File: config.mk
export PLATFORM = sky130hd
export DESIGN_NAME = asrc_ctrl
export DESIGN_NICKNAME = d
export VERILOG_FILES = /design/src/hw/asrc_pkg.sv /design/src/hw/asrc_ctrl.sv /design/src/hw/asrc_sync.sv
export SDC_FILE = /design/constraint.sdc
export NUM_CORES = 1
export LEC_CHECK = 0
export BUFFER_PORTS_ARGS = -buffer_cell sky130_fd_sc_hd__buf_2
export CAP_MARGIN = 20
export CORE_MARGIN = 1
export CORE_UTILIZATION = 51
export CTS_BUF_LIST = sky130_fd_sc_hd__clkbuf_8
export DETAILED_ROUTE_END_ITERATION = 8
export HOLD_SLACK_MARGIN = 0.06
export PLACE_DENSITY = 0.81
export SETUP_SLACK_MARGIN = 0.02
export SLEW_MARGIN = 20
export SYNTH_ARGS = -nofsm -noshare
export SYNTH_HDL_FRONTEND = slang
export SYNTH_SLANG_ARGS = --single-unit
File: constraint.sdc
create_clock -name CORE_CLK -period 1.9 [get_ports CORE_CLK]
set_input_delay 0.19 -clock CORE_CLK [delete_from_list [all_inputs] [get_ports CORE_CLK]]
set_output_delay 0.19 -clock CORE_CLK [all_outputs]
set_load 0.02 [all_outputs]
File: src/hw/asrc_pkg.sv
// package with pin layout, timing constants and types for the static memory controller
package asrc_pkg;
	localparam int ADDR_W = 19;
	localparam int DATA_W = 8;
	localparam int CLK_PERIOD_NS = 20;
	// timing figures of the fastest grade, in ns
	localparam int T_RC_NS = 12;
	localparam int T_AA_NS = 12;
	localparam int T_OE_NS = 6;
	localparam int T_HZ_NS = 6;
	localparam int T_AS_NS = 0;
	localparam int T_WP_NS = 8;
	localparam int T_WP1_NS = 12;
	localparam int T_WR_NS = 0;
	localparam int T_DW_NS = 6;
	localparam int T_DH_NS = 0;
	localparam int T_WHZ_NS = 6;
	// least times round up, never below one cycle
	function automatic int cyc_min(input int ns);
		int c;
		c = (ns + CLK_PERIOD_NS - 1) / CLK_PERIOD_NS;
		return (c < 1) ? 1 : c;
	endfunction
	localparam int RD_CYC = cyc_min(T_AA_NS + T_OE_NS);
	localparam int WP_CYC = cyc_min(T_WP1_NS);
	localparam int SETUP_CYC = cyc_min(T_AS_NS);
	localparam int REC_CYC = cyc_min(T_WR_NS + T_HZ_NS);
	localparam int CNT_W = 4;
	localparam logic [CNT_W-1:0] RD_CNT = CNT_W'(RD_CYC - 1);
	localparam logic [CNT_W-1:0] WP_CNT = CNT_W'(WP_CYC - 1);
	localparam logic [CNT_W-1:0] SETUP_CNT = CNT_W'(SETUP_CYC - 1);
	localparam logic [CNT_W-1:0] REC_CNT = CNT_W'(REC_CYC - 1);
	localparam logic [CNT_W-1:0] CNT_ZERO = 4'h0;
	localparam logic [CNT_W-1:0] CNT_STEP = 4'h1;
	// extra wait of a read for the two synchroniser stages on the data lines
	localparam logic [CNT_W-1:0] SYNC_CNT = 4'h2;
	localparam logic [ADDR_W-1:0] ADDR_RST = 19'h00000;
	localparam logic [DATA_W-1:0] DATA_RST = 8'h00;
	// strobe levels on the pins, active low
	typedef struct packed {
		logic cs_n;
		logic we_n;
		logic oe_n;
	} asrc_strobe_s;
	localparam asrc_strobe_s STB_IDLE = 3'h7;
	localparam asrc_strobe_s STB_READ = 3'h2;
	localparam asrc_strobe_s STB_WSET = 3'h3;
	localparam asrc_strobe_s STB_WRITE = 3'h1;
	typedef struct packed {
		logic [ADDR_W-1:0] addr;
		logic [DATA_W-1:0] wdata;
		logic write;
	} asrc_req_s;
	typedef enum logic [2:0] {
		ST_IDLE = 3'b000,
		ST_RD = 3'b001,
		ST_WSETUP = 3'b010,
		ST_WPULSE = 3'b011,
		ST_REC = 3'b100
	} asrc_state_e;
endpackage

File: src/hw/asrc_ctrl.sv
// host controller that drives an asynchronous 512K x 8 static memory
`timescale 1ns/1ns
`default_nettype none
// Overview of operation
// - write strobe high on every read
// - never drive data while memory reads
// - sequence drivers to avoid data contention
// - address valid before write start, held
// - address stable through write recovery
// - write pulse at least 12 ns here
module asrc_ctrl
	import asrc_pkg::*;
(
	// clock and reset
	input wire logic CORE_CLK,
	input wire logic RESETN,
	// user request side
	input wire logic REQ_VALID,
	output logic REQ_READY,
	input wire asrc_req_s REQ,
	output logic RD_VALID,
	output logic [DATA_W-1:0] RD_DATA,
	// memory pins
	output logic [ADDR_W-1:0] MEM_ADDR,
	output logic MEM_CS_N,
	output logic MEM_WE_N,
	output logic MEM_OE_N,
	input wire logic [DATA_W-1:0] MEM_DQ_I,
	output logic [DATA_W-1:0] MEM_DQ_O,
	output logic MEM_DQ_OE
);
	asrc_state_e state_q, state_d;
	logic [CNT_W-1:0] cnt_q, cnt_d;
	asrc_strobe_s stb_q, stb_d;
	logic [ADDR_W-1:0] addr_q, addr_d;
	logic [DATA_W-1:0] wdat_q, wdat_d;
	logic dq_oe_q, dq_oe_d;
	logic rd_valid_q, rd_valid_d;
	logic [DATA_W-1:0] rd_data_q, rd_data_d;
	logic [DATA_W-1:0] dq_sync;
	logic cnt_done;
	// decoded request and phase ends
	logic take;
	logic take_wr;
	logic take_rd;
	logic rd_end;
	logic wset_end;
	logic wp_end;
	logic rec_end;
	logic stb_busy;

	// data lines pass two flops before use
	asrc_sync #(.W(DATA_W)) u_sync (
		.clk(CORE_CLK),
		.rst_n(RESETN),
		.d(MEM_DQ_I),
		.q(dq_sync)
	);

	// request hand-off and the end of each timed phase
	assign cnt_done = (cnt_q == CNT_ZERO);
	assign REQ_READY = (state_q == ST_IDLE);
	assign take = REQ_VALID && REQ_READY;
	assign take_wr = take && REQ.write;
	assign take_rd = take && !REQ.write;
	assign rd_end = (state_q == ST_RD) && cnt_done;
	assign wset_end = (state_q == ST_WSETUP) && cnt_done;
	assign wp_end = (state_q == ST_WPULSE) && cnt_done;
	assign rec_end = (state_q == ST_REC) && cnt_done;
	assign stb_busy = (state_q == ST_RD) || (state_q == ST_WSETUP) || (state_q == ST_WPULSE);

	// sequencer: which phase comes next and how long it lasts
	always_comb begin
		state_d = state_q;
		cnt_d = cnt_done ? cnt_q : cnt_q - CNT_STEP;
		unique case (state_q)
			ST_IDLE: begin
				if (take_wr) begin
					// address and data settle with select low, write strobe and output enable high first
					cnt_d = SETUP_CNT;
					state_d = ST_WSETUP;
				end else if (take_rd) begin
					cnt_d = RD_CNT + SYNC_CNT; // access time plus two sync stages
					state_d = ST_RD;
				end
			end
			ST_RD: begin
				if (cnt_done) begin
					cnt_d = REC_CNT;
					state_d = ST_REC; // let memory float before next drive
				end
			end
			ST_WSETUP: begin
				if (cnt_done) begin
					cnt_d = WP_CNT;
					state_d = ST_WPULSE;
				end
			end
			ST_WPULSE: begin
				if (cnt_done) begin
					cnt_d = REC_CNT; // address and data held one more phase
					state_d = ST_REC;
				end
			end
			ST_REC: begin
				if (cnt_done) begin
					state_d = ST_IDLE;
				end
			end
			default: begin
				// an illegal code falls back to idle
				cnt_d = CNT_ZERO;
				state_d = ST_IDLE;
			end
		endcase
	end

	// register sequencer state
	always_ff @(posedge CORE_CLK) begin
		if (!RESETN) begin
			state_q <= ST_IDLE;
			cnt_q <= CNT_ZERO;
		end else begin
			state_q <= state_d;
			cnt_q <= cnt_d;
		end
	end

	// strobes: select first, write strobe one phase later, all rise together
	always_comb begin
		stb_d = stb_q;
		if (take_wr) begin
			stb_d = STB_WSET; // select with write strobe and output enable high
		end else if (take_rd) begin
			stb_d = STB_READ; // write strobe stays high on a read
		end else if (wset_end) begin
			stb_d = STB_WRITE; // write strobe falls last, output enable held high
		end else if (rd_end || wp_end) begin
			stb_d = STB_IDLE; // ends the access; memory floats again
		end else if (!stb_busy) begin
			stb_d = STB_IDLE;
		end
	end

	// register strobes; all high out of reset
	always_ff @(posedge CORE_CLK) begin
		if (!RESETN) begin
			stb_q <= STB_IDLE;
		end else begin
			stb_q <= stb_d;
		end
	end

	// address, write data and our own driver enable
	always_comb begin
		addr_d = addr_q;
		wdat_d = wdat_q;
		dq_oe_d = dq_oe_q;
		if (take) begin
			addr_d = REQ.addr; // held until the next request
		end
		if (take_wr) begin
			wdat_d = REQ.wdata;
			dq_oe_d = 1'b1; // memory outputs are off; drive shared lines
		end else if (rec_end || state_q == ST_IDLE) begin
			dq_oe_d = 1'b0; // never fight the memory on a read
		end
	end

	// register address, write data and driver enable
	always_ff @(posedge CORE_CLK) begin
		if (!RESETN) begin
			addr_q <= ADDR_RST;
			wdat_q <= DATA_RST;
			dq_oe_q <= 1'b0;
		end else begin
			addr_q <= addr_d;
			wdat_q <= wdat_d;
			dq_oe_q <= dq_oe_d;
		end
	end

	// read return: take the synchronised byte when the wait runs out
	always_comb begin
		rd_valid_d = 1'b0;
		rd_data_d = rd_data_q;
		if (rd_end) begin
			rd_valid_d = 1'b1; // one-cycle pulse
			rd_data_d = dq_sync; // byte of the address just presented
		end
	end

	// register read return
	always_ff @(posedge CORE_CLK) begin
		if (!RESETN) begin
			rd_valid_q <= 1'b0;
			rd_data_q <= DATA_RST;
		end else begin
			rd_valid_q <= rd_valid_d;
			rd_data_q <= rd_data_d;
		end
	end

	// pins straight from flops
	assign MEM_ADDR = addr_q;
	assign MEM_CS_N = stb_q.cs_n;
	assign MEM_WE_N = stb_q.we_n;
	assign MEM_OE_N = stb_q.oe_n;
	assign MEM_DQ_O = wdat_q;
	assign MEM_DQ_OE = dq_oe_q;
	assign RD_VALID = rd_valid_q;
	assign RD_DATA = rd_data_q;
endmodule
`default_nettype wire

File: src/hw/asrc_sync.sv
// two-stage synchroniser for the data lines coming back from the memory
`timescale 1ns/1ns
`default_nettype none
module asrc_sync #(
	parameter int W = 8
) (
	// clock and reset
	input wire logic clk,
	input wire logic rst_n,
	// asynchronous in, synchronous out
	input wire logic [W-1:0] d,
	output logic [W-1:0] q
);
	logic [W-1:0] s1_q;
	logic [W-1:0] s2_q;
	logic [W-1:0] s1_d;
	logic [W-1:0] s2_d;
	// next values: first stage is read only by second
	always_comb begin
		s1_d = d;
		s2_d = s1_q;
	end
	// register both stages
	always_ff @(posedge clk) begin
		if (!rst_n) begin
			s1_q <= '0;
			s2_q <= '0;
		end else begin
			s1_q <= s1_d;
			s2_q <= s2_d;
		end
	end
	assign q = s2_q;
endmodule
`default_nettype wire

==> reports/qor.yml <==
critical_path_arrival_ns: 2.10
timing.final.crit_period_ns: 1.84
route.met2.wl_um: 2600
dp_hpwl_um: 3280
max_slew_margin: 0.633
hold_viol: 0
reg2regPathDepth: 9
wl_met3_um: 306
drt-met1-wl_um: 2180
rr_startpoint: "cnt_q[1]"
synthesis.nets: 294
wirelength_um: 5200
layout_commonest_cell: "buf_2"
worstHoldStart: "REQ[27]"
antenna_found_initial: 0
crit_fanout: 8
period_share: 0.969
grt_setup_unrepaired: "no"
final_antenna_net_count: 0
powerDensity_mw_per_mm2: 1470
root_buffer: "clkbuf_8"
vias: 1983
finalSetupTns_ns: 0
worst_pin_slew_ns: 0.548
cts_setup_buffers: 0
maxCapViolCount: 0
postSynthAreaPerCell_um2: 8.91
yosysSeqAreaShare: 0.559
wl_per_cell_um: 13.2
cts-htree-levels: 3
r2r_end: "cnt_q[0]"
nNetsFinal: 381
yosysTopAreaCell: "dfxtp_1"
grt_pass1_wl_um: 7750
ys_ff_latch: 63
drc: 0
place_congestion: 0.829
ys_top_cells_by_area: "dfxtp_1 56%, nand2_1 9.2%, a21oi_1 6.7%"
grt_max_degree: 29
design_area_mm2: 0.00298
end_kind: "flop"
drive_gt1_frac: 0.325
synth-main-ff-cell: "dfxtp_1"
postPlaceCellArea_mm2: 0.00270
clk_pin_slew_ns: 0.07
cts_tree: "built"
initial_core_util: 0.548
port-buffer-count: 79
rrSetupSlack_ns: 0.06
ir_drop_mv: 0.703
fin_ws_ns: 0.0597
fp.coreArea_mm2: 0.00412
skew_ns: 0.00758
n_fill_cell: 318
async_flop_share: 0
crit_path_start_kind: "flop"
rows: 23
pre_cts_slack_ns: -0.0374
die_w_um: 68.5
avgViaCountPerCell: 5.02
io_pins: 80
cts_buffers: 9
holdPathEnd: "MEM_ADDR[18]"
required_ns: 2.16
grt_pass1_vias: 1739
insertion_delay_ns: 0.33
crit_type: "reg2reg"
dieArea_mm2: 0.00469
final_cell_mix: "79 x buf_2, 62 x dfxtp_1, 55 x nand2_1"
setup_violations: 0
fmax_mhz: 543
top_layer: "met4"
diodes: 0
yosysWarnings: 0
slew_viol_final: 0
synthesis.area_mm2: 0.00225
cts.sink_count: 63
drtIter0Drc: 59
first_pass_iters: 4
hp-class: "in2reg"
ys_types: 32
status: "finished, final reports clean"
clock_path_buffers: 2
p_leak_nw: 1.40
synth_edf_count: 0
overflow: 0
whs_path_depth: 3
grt_use_total: 0.231
yosysTopAreaCellShare: 0.559
area_delta_synth_final_pct: 32.3
die_h_um: 68.5
synthCells: 253
[state kept, by name, indices dropped and copies added, names as in the netlist]
register,flops
MEM_OE_N,1
u_sync.s1_q,8
MEM_WE_N,1
MEM_DQ_O,8
state_q,3
RD_DATA,8
MEM_CS_N,1
cnt_q,4
RD_VALID,1
MEM_DQ_OE,1
MEM_ADDR,19
u_sync.q,8
[per-stage QoR]
| stage | instances | util | total power, mW | hold WS (ns) |
|---|---|---|---|---|
| floorplan | 253 | - | 2.82 | 0.317 |
| global placement | 371 | 0.655 | 3.18 | 0.395 |
| detailed placement | 371 | 0.655 | 3.24 | 0.400 |
| CTS | 395 | 0.720 | 4.30 | 0.0727 |
| global route | 395 | 0.725 | 4.64 | 0.0816 |
| finish | 395 | 0.725 | 4.39 | 0.0834 |
[power by group]
| part | switching (mW) | total, mW | internal, mW |
|---|---|---|---|
| sequential | 0.143 | 1.68 | 1.53 |
| combinational | 1.01 | 1.67 | 0.663 |
| clock | 0.502 | 1.04 | 0.539 |
[critical path, stage by stage, from the launching register on]
cell and delay [ns]:
dfxtp_2 0.34, inv_1 0.06, ha_2 0.18, nor3b_4 0.31
inv_2 0.07, buf_6 0.14, ha_1 0.28, a21oi_1 0.14
a22oi_1 0.09, nor2_1 0.14
[synth_stat cells (2+ instances only)]
library cell,instances
inv_1,4
nand2_1,55
nand3_1,11
ha_1,2
nor3_1,4
and2_1,16
dfxtp_1,63
clkbuf_1,9
mux2i_1,11
o21ai_0,4
buf_2,5
nor2_1,20
a21oi_1,30
[per-layer routing]
metal | track usage | vias to the layer above
met4 | 0.138 | 0
met2 | 0.370 | 77
met3 | 0.0724 | 12
li1 | - | 1005
met1 | 0.269 | 889
met5 | 0 | -
[worst max-delay path by stage]
stage,start,endpoint,slack (ns),cells past startpoint
3_3_place_gp,cnt_q[0],RD_DATA[1],0.07,7
4_1_cts,cnt_q[1],cnt_q[1],0.07,6
6_report,cnt_q[1],cnt_q[0],0.06,9
3_5_place_dp,cnt_q[0],RD_DATA[7],-0.04,7
5_1_grt,cnt_q[1],cnt_q[0],0.008,9
2_1_floorplan,cnt_q[0],RD_DATA[2],0.20,8
[logic make-up (layout without fill, tap and decap cells)]
group | count (synthesis) | count (layout) | share of synthesized area
AO/OA/AOI/OAI | 40 | 40 | 0.0971
AND/OR/NAND/NOR | 113 | 113 | 0.230
multiplexers | 12 | 12 | 0.0538
buffers and inverters | 22 | 114 | 0.0444
XOR/XNOR | 1 | 1 | 0.00389
flip-flops | 63 | 63 | 0.559
adder cells (fa/ha/maj) | 2 | 2 | 0.0111
[cell type report]
class | count | area, um2 | area share
sequential | 63 | 1260 | 0.423
clock inverter | 5 | 32.5 | 0.0109
clock buffer | 11 | 151 | 0.0508
inverter | 5 | 18.8 | 0.00629
tap | 50 | 62.6 | 0.0210
timing repair buffer | 93 | 537 | 0.180
multi-input combinational | 168 | 918 | 0.308
[repair_timing]
item	in CTS	in global routing
endpoints found under the setup margin	8	7
hold endpoints to repair	8	0
hold buffers	8	0
gates resized for setup	1	5
pin swaps	0	2
No activity file was read; power rests on OpenSTA's default activity.
